$ cat config.mk
export PLATFORM = sky130hd
export DESIGN_NAME = schd_decode
export DESIGN_NICKNAME = d
export VERILOG_FILES = /design/src/core/schd_pkg.sv /design/src/core/schd_sync.sv /design/src/core/schd_decode.sv
export VERILOG_INCLUDE_DIRS = /design/src /design/src/core
export SDC_FILE = /design/constraint.sdc
export NUM_CORES = 1
export LEC_CHECK = 0
export ABC_AREA = 1
export BUFFER_PORTS_ARGS = -buffer_cell sky130_fd_sc_hd__buf_2
export CORE_MARGIN = 1
export CORE_UTILIZATION = 45
export DETAILED_ROUTE_END_ITERATION = 10
export HOLD_SLACK_MARGIN = 0.02
export PLACE_DENSITY = 0.7
export SETUP_SLACK_MARGIN = 0.1
export SLEW_MARGIN = 20
export SYNTH_ARGS = -nofsm -noshare
export SYNTH_HDL_FRONTEND = slang
export SYNTH_HIERARCHICAL = 1
export SYNTH_SLANG_ARGS = --single-unit
export TNS_END_PERCENT = 50
$ cat constraint.sdc
create_clock -name clk_in -period 0.98 [get_ports clk_in]
set_input_delay 0.196 -clock clk_in [delete_from_list [all_inputs] [get_ports clk_in]]
set_output_delay 0.196 -clock clk_in [all_outputs]
set_load 0.01 [all_outputs]
$ cat src/core/schd_consts.svh
// Constants for the serial controller host port decoder
// Notes on behaviour
// - Dual controller map repeats every 64 bytes
// - Read with A6-A5 at 11 sets break
// - Break mode plus low console line raises NMI
// - Reset or A6-A5 at 10 read clears break
// - Integrated controller only at even addresses
// - First integrated write becomes bus configuration
// - Serial-or-DMA select follows address bit 6
// - Channel select high at config, else A5
// - Byte configuration fields: swap, lane, ack, shift
// - Shift-left takes register from lines 5-1
// - Address strobe is inverted latch enable
// - Integrated map: DMA, channel B, channel A
// - Multi controller 256 bytes, width by map
// - Port select from A7, data/command low
// - Word configuration fields: width, ack, shift
// - Shift-right takes register from lines 6-0
// - Configuration register unreachable after capture
`ifndef SCHD_CONSTS_SVH
`define SCHD_CONSTS_SVH

// Peripheral base, must sit on a 1 Kbyte boundary
`define SCHD_PERIPH_BASE   16'h0400
`define SCHD_BASE_HI       15
`define SCHD_BASE_LO       10

// Window offset bits that pick a controller
`define SCHD_OFF_W         10
`define SCHD_REGION_DUAL   3'h0
`define SCHD_REGION_INTEG  3'h1
`define SCHD_REGION_MULTI  2'h1

// Address bits inside the window
`define SCHD_BIT_A5        5
`define SCHD_BIT_A6        6
`define SCHD_BIT_A7        7
`define SCHD_BREAK_SET     2'h3
`define SCHD_BREAK_CLR     2'h2

// Byte configuration fields
`define SCHD_BCFG_SWAP     7
`define SCHD_BCFG_LANE     6
`define SCHD_BCFG_ACK_HI   2
`define SCHD_BCFG_ACK_LO   1
`define SCHD_BCFG_SHIFT    0
`define SCHD_BCFG_RESET    8'h00

// Word configuration fields
`define SCHD_WCFG_RSV_HI   15
`define SCHD_WCFG_RSV_LO   3
`define SCHD_WCFG_BUS16    2
`define SCHD_WCFG_ACK      1
`define SCHD_WCFG_SHIFT    0
`define SCHD_WCFG_RESET    16'h0000

// Synchroniser stage idle levels: rxd, bhe, wr, rd, ale, ad
`define SCHD_SYNC_W        21
`define SCHD_SYNC_RESET    21'h1e0000

`endif

$ cat src/core/schd_pkg.sv
// Types shared by the host port decoder
`default_nettype none
package schd_pkg;
	// Controller selected by the latched address
	typedef enum logic [1:0]
	{
		SCHD_RGN_NONE  = 2'b00,
		SCHD_RGN_DUAL  = 2'b01,
		SCHD_RGN_INTEG = 2'b10,
		SCHD_RGN_MULTI = 2'b11
	} schd_region_t;
endpackage
`default_nettype wire

$ cat src/core/schd_sync.sv
// Two flip-flop synchroniser for the host pins
`include "schd_consts.svh"
`default_nettype none
module schd_sync
	import schd_pkg::*;
#(
	parameter int                WIDTH   = `SCHD_SYNC_W,
	parameter logic [WIDTH-1:0]  RST_VAL = `SCHD_SYNC_RESET
)
(
	// Clock and reset
	input  wire logic             clk_in,
	input  wire logic             rst_in,
	// Asynchronous pins and their synchronised copy
	input  wire logic [WIDTH-1:0] async_in,
	output logic      [WIDTH-1:0] sync_out
);

	logic [WIDTH-1:0] meta_r;

	////////////////////////////////////////////////////////////////////
	// First stage is read only by the second
	always_ff @(posedge clk_in)
	begin
		if (rst_in)
		begin
			meta_r   <= RST_VAL;
			sync_out <= RST_VAL;
		end
		else
		begin
			meta_r   <= async_in;
			sync_out <= meta_r;
		end
	end

endmodule
`default_nettype wire

$ cat src/core/schd_decode.sv
// Host port decoder for three serial controllers
`include "schd_consts.svh"
`default_nettype none
module schd_decode
	import schd_pkg::*;
(
	// Clock and reset
	input  wire logic        clk_in,
	input  wire logic        rst_in,
	// Host multiplexed bus pins
	input  wire logic [15:0] ad_in,
	input  wire logic        ale_in,
	input  wire logic        rd_n_in,
	input  wire logic        wr_n_in,
	input  wire logic        bhe_n_in,
	// Console received data line
	input  wire logic        console_rxd_in,
	// Common controller strobes
	output logic             addr_strobe_n_out,
	output logic             ctrl_rd_n_out,
	output logic             ctrl_wr_n_out,
	// Dual channel controller
	output logic             dual_cs_n_out,
	output logic             dual_chan_a_out,
	output logic      [3:0]  dual_reg_out,
	// Integrated controller
	output logic             integ_cs_n_out,
	output logic             serial_or_dma_select_out,
	output logic             integ_chan_sel_out,
	output logic      [4:0]  integ_reg_out,
	output logic             integ_cfg_access_out,
	// Multi-protocol controller
	output logic             multi_cs_n_out,
	output logic             port_select_out,
	output logic             data_cmd_sel_out,
	output logic             multi_wide_out,
	output logic      [6:0]  multi_reg_out,
	output logic             multi_cfg_access_out,
	// Captured byte configuration
	output logic             byte_cfg_valid_out,
	output logic             byte_swap_out,
	output logic             even_low_lane_out,
	output logic             integ_dbl_ack_out,
	output logic             integ_shift_left_out,
	// Captured word configuration
	output logic             word_cfg_valid_out,
	output logic             word_cfg_fault_out,
	output logic             multi_bus16_out,
	output logic             multi_dbl_ack_out,
	output logic             multi_shift_right_out,
	// Console break
	output logic             console_break_out,
	output logic             nmi_out
);

	////////////////////////////////////////////////////////////////////
	// Declarations
	logic [`SCHD_SYNC_W-1:0] pins_s;
	logic [15:0]             ad_s;
	logic                    ale_s;
	logic                    rd_n_s;
	logic                    wr_n_s;
	logic                    rxd_s;
	logic                    ale_q_r;
	logic                    rd_n_q_r;
	logic                    wr_n_q_r;
	logic                    ale_fall;
	logic                    rd_fall;
	logic                    wr_rise;
	logic [15:0]             addr_r;
	logic [`SCHD_OFF_W-1:0]  off;
	schd_region_t            region_r;
	schd_region_t            region_nxt;
	logic [7:0]              byte_cfg_r;
	logic [15:0]             word_cfg_r;
	logic                    byte_armed_r;
	logic                    word_armed_r;
	logic                    break_r;
	logic                    nmi_r;
	logic [1:0]              brk_field;

	// Window base held as a vector so that its top bits can be sliced
	localparam logic [15:0]  PERIPH_BASE = `SCHD_PERIPH_BASE;

	////////////////////////////////////////////////////////////////////
	// Region decode of a latched host address
	function automatic schd_region_t region_of(input logic [15:0] a);
		logic [`SCHD_OFF_W-1:0] o;
		o = a[`SCHD_OFF_W-1:0];
		region_of = SCHD_RGN_NONE;
		if (a[`SCHD_BASE_HI:`SCHD_BASE_LO] ==
			PERIPH_BASE[`SCHD_BASE_HI:`SCHD_BASE_LO])
		begin
			if (o[9:8] == `SCHD_REGION_MULTI)
				region_of = SCHD_RGN_MULTI;
			else if (o[9:7] == `SCHD_REGION_INTEG && !o[0])
				region_of = SCHD_RGN_INTEG;
			else if (o[9:7] == `SCHD_REGION_DUAL && !o[0])
				region_of = SCHD_RGN_DUAL;
		end
	endfunction

	////////////////////////////////////////////////////////////////////
	// Pin synchronisers
	schd_sync #(
		.WIDTH   (`SCHD_SYNC_W),
		.RST_VAL (`SCHD_SYNC_RESET)
	) u_sync (
		.clk_in   (clk_in),
		.rst_in   (rst_in),
		.async_in ({console_rxd_in, bhe_n_in, wr_n_in, rd_n_in,
			ale_in, ad_in}),
		.sync_out (pins_s)
	);

	// Unpack the synchronised pins
	assign ad_s   = pins_s[15:0];
	assign ale_s  = pins_s[16];
	assign rd_n_s = pins_s[17];
	assign wr_n_s = pins_s[18];
	assign rxd_s  = pins_s[20];

	////////////////////////////////////////////////////////////////////
	// Edge detectors on the synchronised strobes
	always_ff @(posedge clk_in)
	begin
		if (rst_in)
		begin
			ale_q_r  <= 1'b0;
			rd_n_q_r <= 1'b1;
			wr_n_q_r <= 1'b1;
		end
		else
		begin
			ale_q_r  <= ale_s;
			rd_n_q_r <= rd_n_s;
			wr_n_q_r <= wr_n_s;
		end
	end

	// Address latch at ALE fall, read at strobe fall, write at its end
	assign ale_fall = ale_q_r & ~ale_s;
	assign rd_fall  = rd_n_q_r & ~rd_n_s;
	assign wr_rise  = ~wr_n_q_r & wr_n_s;
	assign off      = addr_r[`SCHD_OFF_W-1:0];
	assign region_nxt = region_of(ad_s);

	////////////////////////////////////////////////////////////////////
	// Address latch and region
	always_ff @(posedge clk_in)
	begin
		if (rst_in)
		begin
			addr_r   <= 16'h0000;
			region_r <= SCHD_RGN_NONE;
		end
		else if (ale_fall)
		begin
			addr_r   <= ad_s;
			region_r <= region_nxt;
		end
	end

	////////////////////////////////////////////////////////////////////
	// Strobes to the controllers
	always_ff @(posedge clk_in)
	begin
		if (rst_in)
		begin
			addr_strobe_n_out <= 1'b1;
			ctrl_rd_n_out     <= 1'b1;
			ctrl_wr_n_out     <= 1'b1;
		end
		else
		begin
			addr_strobe_n_out <= ~ale_s;
			ctrl_rd_n_out     <= rd_n_s;
			ctrl_wr_n_out     <= wr_n_s;
		end
	end

	// Chip selects follow the strobes for the decoded region
	always_ff @(posedge clk_in)
	begin
		if (rst_in)
		begin
			dual_cs_n_out  <= 1'b1;
			integ_cs_n_out <= 1'b1;
			multi_cs_n_out <= 1'b1;
		end
		else
		begin
			dual_cs_n_out  <= ~((region_r == SCHD_RGN_DUAL) &
				~(rd_n_s & wr_n_s));
			integ_cs_n_out <= ~((region_r == SCHD_RGN_INTEG) &
				~(rd_n_s & wr_n_s));
			multi_cs_n_out <= ~((region_r == SCHD_RGN_MULTI) &
				~(rd_n_s & wr_n_s));
		end
	end

	////////////////////////////////////////////////////////////////////
	// Dual channel register select, mirrored every 64 bytes
	always_ff @(posedge clk_in)
	begin
		if (rst_in)
		begin
			dual_chan_a_out <= 1'b0;
			dual_reg_out    <= 4'h0;
		end
		else
		begin
			dual_chan_a_out <= off[`SCHD_BIT_A5];
			dual_reg_out    <= off[4:1];
		end
	end

	////////////////////////////////////////////////////////////////////
	// Console break mode, set and cleared by dual controller reads
	assign brk_field = off[`SCHD_BIT_A6:`SCHD_BIT_A5];

	always_ff @(posedge clk_in)
	begin
		if (rst_in)
			break_r <= 1'b0;
		else if (rd_fall && region_r == SCHD_RGN_DUAL)
		begin
			if (brk_field == `SCHD_BREAK_SET)
				break_r <= 1'b1;
			else if (brk_field == `SCHD_BREAK_CLR)
				break_r <= 1'b0;
		end
	end

	// NMI while break mode sees a low on the console line
	always_ff @(posedge clk_in)
	begin
		if (rst_in)
			nmi_r <= 1'b0;
		else
			nmi_r <= break_r & ~rxd_s;
	end

	assign console_break_out = break_r;
	assign nmi_out           = nmi_r;

	////////////////////////////////////////////////////////////////////
	// Integrated controller byte configuration capture
	always_ff @(posedge clk_in)
	begin
		if (rst_in)
		begin
			byte_armed_r <= 1'b1;
			byte_cfg_r   <= `SCHD_BCFG_RESET;
		end
		else if (wr_rise && region_r == SCHD_RGN_INTEG && byte_armed_r)
		begin
			byte_armed_r <= 1'b0;
			byte_cfg_r   <= ad_s[7:0];
		end
	end

	// Integrated controller select lines and register index
	always_ff @(posedge clk_in)
	begin
		if (rst_in)
		begin
			serial_or_dma_select_out <= 1'b0;
			integ_chan_sel_out       <= 1'b1;
			integ_reg_out            <= 5'h00;
		end
		else
		begin
			serial_or_dma_select_out <= off[`SCHD_BIT_A6];
			integ_chan_sel_out       <= byte_armed_r |
				off[`SCHD_BIT_A5];
			if (!byte_cfg_r[`SCHD_BCFG_SHIFT])
				integ_reg_out <= off[5:1];
			else
				integ_reg_out <= off[4:0];
		end
	end

	assign integ_cfg_access_out = byte_armed_r &
		(region_r == SCHD_RGN_INTEG);

	// Byte configuration fields
	assign byte_cfg_valid_out   = ~byte_armed_r;
	assign byte_swap_out        = byte_cfg_r[`SCHD_BCFG_SWAP];
	assign even_low_lane_out    = byte_cfg_r[`SCHD_BCFG_LANE];
	assign integ_dbl_ack_out    =
		&byte_cfg_r[`SCHD_BCFG_ACK_HI:`SCHD_BCFG_ACK_LO];
	assign integ_shift_left_out = ~byte_cfg_r[`SCHD_BCFG_SHIFT];

	////////////////////////////////////////////////////////////////////
	// Multi-protocol controller word configuration capture
	always_ff @(posedge clk_in)
	begin
		if (rst_in)
		begin
			word_armed_r <= 1'b1;
			word_cfg_r   <= `SCHD_WCFG_RESET;
		end
		else if (wr_rise && region_r == SCHD_RGN_MULTI && word_armed_r)
		begin
			word_armed_r <= 1'b0;
			word_cfg_r   <= ad_s;
		end
	end

	// Multi-protocol select lines, width and register index
	always_ff @(posedge clk_in)
	begin
		if (rst_in)
		begin
			port_select_out  <= 1'b0;
			data_cmd_sel_out <= 1'b0;
			multi_wide_out   <= 1'b0;
			multi_reg_out    <= 7'h00;
		end
		else
		begin
			port_select_out  <= off[`SCHD_BIT_A7];
			data_cmd_sel_out <= 1'b0;
			multi_wide_out   <= ~off[`SCHD_BIT_A6];
			if (word_cfg_r[`SCHD_WCFG_SHIFT])
				multi_reg_out <= off[6:0];
			else
				multi_reg_out <= off[7:1];
		end
	end

	assign multi_cfg_access_out = word_armed_r &
		(region_r == SCHD_RGN_MULTI);

	// Word configuration fields, reserved bits must read back zero
	assign word_cfg_valid_out    = ~word_armed_r;
	assign word_cfg_fault_out    =
		|word_cfg_r[`SCHD_WCFG_RSV_HI:`SCHD_WCFG_RSV_LO];
	assign multi_bus16_out       = word_cfg_r[`SCHD_WCFG_BUS16];
	assign multi_dbl_ack_out     = word_cfg_r[`SCHD_WCFG_ACK];
	assign multi_shift_right_out = word_cfg_r[`SCHD_WCFG_SHIFT];

endmodule
`default_nettype wire

# Word level (Yosys, flattened, before mapping)
# Cells that the tools add are included.
totals:
  ff_bits: 108
  out_inout_bits: 42
classes:
  n_eq_ne: 8
  mux: 8
  bitwise: 23
  n_reduce_logical: 13
op_table:
  columns: ["op", "n"]
  rows:
  - ["13-bit OR reduction", 1]
  - ["1-bit inverter", 12]
  - ["1-bit AND", 10]
  - ["2-bit == test (second input constant)", 4]
  - ["1-bit logical AND", 7]
  - ["7-bit 2-to-1 mux", 1]
  - ["6-bit by 1-bit == test with 1-bit output (second input constant)", 1]
  - ["2-bit 2-to-1 mux", 3]
  - ["5-bit 2-to-1 mux", 1]
  - ["2-bit by 1-bit == test with 1-bit output (second input constant)", 2]
  - ["2-bit AND reduction", 2]
  - ["3-bit by 1-bit == test with 1-bit output (second input constant)", 1]
  - ["3-bit zero test", 1]
  - ["1-bit 2-to-1 mux", 3]
  - ["2-bit nonzero test", 1]
  - ["1-bit zero test", 1]
  - ["1-bit OR", 1]

# Longest topological paths before layout
depth:
  word_depth: 6
  mapped_depth: 7
  depth_no_buf: 7

# Modules after synthesis
# Netlist, hierarchy kept.
by_module_without_submodules:
  columns: ["module", "instances", "cells_each", "area_each_um2", "seq_area_each_um2"]
  rows:
  - ["schd_decode", 1, 269, 2197.1, 1261.2]
  - ["schd_sync", 1, 131, 1209.9, 840.8]

# Worst setup path before layout
# No wires, ideal clock.
synth_path:
  path_type: "flip-flop to flip-flop"
  from: "reg region_r[0]"
  to: "reg word_cfg_r[7]"
  setup_time_ps: 113
  arrival_ps: 981
  setup_slack_ps: -114
  stages_incl_launch_ff: 7
  path_buffers: 1
  synth_period_minus_slack_ps: 1094
  cell_sequence: "dfxtp_1 nand2_2 nor2_4 nand2_4 buf_6 o21ai_1 nor2_1"
synth_via:
  elab_chain_len: 3
synth_lines:
  columns: ["item", "line", "source"]
  rows:
  - ["start, declared", "schd_decode.sv:72", "schd_region_t region_r;"]
  - ["start signal, assigned", "schd_decode.sv:160", "region_r <= region_nxt;"]
  - ["2-bit == test", "schd_decode.sv:304", "else if (wr_rise && region_r == SCHD_RGN_MULTI && word_armed_r)"]
  - ["1-bit logical AND (2 in series)", "schd_decode.sv:304", null]
  - ["end signal, assigned", "schd_decode.sv:302", "word_cfg_r <= `SCHD_WCFG_RESET;"]
  - ["end signal, assigned", "schd_decode.sv:307", "word_cfg_r <= ad_s;"]
  - ["end, declared", "schd_decode.sv:75", "logic [15:0] word_cfg_r;"]
# Every way passes these cells.
# A chain may end at the register's enable or synchronous reset.

# Final worst setup path
layout_path:
  from: "reg word_cfg_r[12]"
  to: "out word_cfg_fault_out"
layout_via:
  elab_chain_len: 1
layout_lines:
  columns: ["item", "line", "source"]
  rows:
  - ["13-bit OR reduction", "schd_decode.sv:339", "|word_cfg_r[`SCHD_WCFG_RSV_HI:`SCHD_WCFG_RSV_LO];"]
  - ["end, declared", "schd_decode.sv:47", "output logic word_cfg_fault_out,"]
# Every way passes these cells.

==> implementation parameters <==
Parameter                              Value

Outcome
  Result of the run    complete, but fails checks
  Failing checks    negative setup slack

Floorplanning
  Die extent in x    88.3 µm
  Overall die height    88.3 µm
  Number of placed I/O pins    65
  Initial core utilization    46.5%
  Placeable Area    7210 µm²
  Die Outline Area    7800 µm²
  Std cell rows    31

Timing
  Maximum clock skew at final layout    12.0 ps
  Maximum frequency from static timing analysis    698 MHz
  Crit path time final    1430 ps
  Final hold violation count    0
  Setup TNS Final    -7560 ps
  Max-slew violation total from the final report    0
  Final worst-path cycle share    146%
  Final count of negative-setup-slack endpoints    69
  Setup repair after global routing missed its margin    true
  Crit path setup slack, layout    -453 ps

Global routing
  Initial antenna violation count    0
  Vias in the first global route    2401
  Largest net degree at the start of global routing    48
  Total congestion overflow    0
  Total global-route track usage    18.3%
  First-pass GRT wire length    10.8 mm

Critical path
  Arrival time of data at the critical path endpoint    1240 ps
  Kind of critical path    flip-flop to output port
  Endpoint class of the critical path    output port
  Startpoint type of the worst setup path    flip-flop
  Data required, critical path    780 ps
  Maximum fanout along the worst path    2
  Reg2reg path depth    7

CTS
  CTS tree    done
  Clock H-tree levels    3
  Number of buffers added by the clock tree synthesis step    9
  Clock transition at the register clock pins on the worst setup and hold paths after CTS    90 ps
  Clock insertion delay at the later pin of the skew report    370 ps
  Clk buf depth    2
  Root Buffer Master    sky130_fd_sc_hd__clkbuf_8
  Num Clock Sinks    103

Layout
  Fill cell total of the finished layout    575
  Final standard cell count with taps included and fillers excluded    604
  Fraction of layout cells with a size suffix above 1    40.0%
  Sequential cell area    2110 µm²
  # nets final    523
  Diodes inserted    0
  Post-route standard cell area excluding fillers    4770 µm²
  Area taken by multi-input logic gates    1130 µm²
  Synthesis-to-layout area growth    42.3%

Logic synthesis
  Synthesized area    3350 µm²
  Number of instances in the synthesized netlist    394
  Mean area per synthesized cell    8.51 µm²
  Number of warnings printed during yosys synthesis    6
  Net Count, Synth    417

Route
  Detail-routed via count per cell    4.67
  Routed via count    2822
  WL/cell    12.9 µm
  Remaining number of nets flagged by the antenna check after routing    0
  Number of optimization iterations in the first detailed-route pass    4
  Post-detailed-route DRC marker count    0
  Initial DRC count    218
  Routed wire length    7.77 mm

Place
  Routability congestion estimate    0.798
  Post-placement worst setup slack    -146 ps
  Post-detail-place hpwl    4.04 mm
  Total of buffers placed on input and output ports    62
  Cell Area, Placed    3830 µm²
  DP Cell Count    556

Pwr
  Maximum resistive drop on vdd    0.887 mV
  Leak Pwr    2.19 nW
  Areal power density over the cells    1570 nW/µm²

Hold path
  Worst min-delay path class    primary input to flip-flop
  Hold path depth    3

Flow run
  Number of max-cap violations    0
-- per-layer routing --
| layer | GRT usage [%] | vias up | share of wire [%] | routed length (µm) |
|---|---|---|---|---|
| met3 | 3.73 | 21 | 4.6 | 358 |
| met4 | 9.24 | 0 | 3.1 | 240 |
| met5 | 0 | - | 0 | 0 |
| li1 | - | 1412 | - | - |
| met2 | 31.1 | 110 | 50 | 3910 |
| met1 | 22.0 | 1279 | 42 | 3260 |
-- path summary, 6_finish.rpt --
path / startpoint / endpoint / slack (ps)
setup reg to reg: region_r[0]$_SDFFE_PP0P_ / word_cfg_r[14]$_SDFFE_PP0P_ / -270
setup / recovery: word_cfg_r[12]$_SDFFE_PP0P_ / word_cfg_fault_out / -450
hold / removal: ad_in[0] / u_sync/meta_r[0]$_SDFF_PP0_ / 30
hold reg to reg: u_sync/sync_out[20]$_SDFF_PP1_ / nmi_out$_SDFF_PP0_ / 380
-- repair_timing --
| action | in CTS | in global routing |
|---|---|---|
| hold buffers | 10 | 1 |
| hold endpoints to repair | 10 | 1 |
| gates cloned | 3 | 2 |
| resized for setup | 87 | 62 |
| setup endpoints to repair | 78 | 85 |
| setup buffers | 10 | 8 |
| pin swaps | 11 | 15 |
-- flip-flops by register name, summed over array words and instances, names as in the netlist, 2 cells and up --
register and count:
u_sync/sync_out 20, integ_reg_out 5, multi_reg_out 7, region_r 2
word_cfg_r 16, u_sync/meta_r 20, byte_cfg_r 5, addr_r 8
dual_reg_out 4
-- through the flow --
step	utilization, %	hold slack [ps]	power (W)
finish	66.1	27.4	0.00746
global route	66.1	25.3	0.00777
CTS	62.2	20.5	0.00743
detailed placement	53.1	376	0.00476
global placement	53.1	377	0.00475
floorplan	-	258	0.00464
-- critical path, cell delays in order (launching register included) --
cell	delay [ps]
sky130_fd_sc_hd__dfxtp_2	330
sky130_fd_sc_hd__nor2_2	100
sky130_fd_sc_hd__nand2_1	80
sky130_fd_sc_hd__nor3_2	110
sky130_fd_sc_hd__nand3_1	100
sky130_fd_sc_hd__buf_2	150
-- layout make-up --
class | count | share of cell area (%)
multi-input combinational | 211 | 23.8
sequential | 103 | 44.3
timing repair inverter | 2 | 0.525
timing repair buffer | 105 | 18.5
clock inverter | 5 | 1.31
clock buffer | 11 | 2.96
inverter | 68 | 5.93
tap | 99 | 2.60
-- report_power, final --
part	total, W	internal [W]	leakage, nW	switching (W)
sequential	0.00435	0.00428	0.851	0.0000634
combinational	0.000408	0.000188	1.24	0.000220
clock	0.00271	0.00127	0.0966	0.00144
-- cells in the final DEF, fill, tap and decap left out, drive strengths merged --
cell,instances
bufinv,1
dfxtp,103
nor2,107
o21ai,42
clkinvlp,2
inv,71
nor3,2
nand2,28
clkbuf,11
nand4,1
buf,94
nand3,6
a21oi,22
dlygate4sd3,11
nor4,1
conb,1
clkinv,1
nand3b,1
Power figures use the tool's default switching activity.
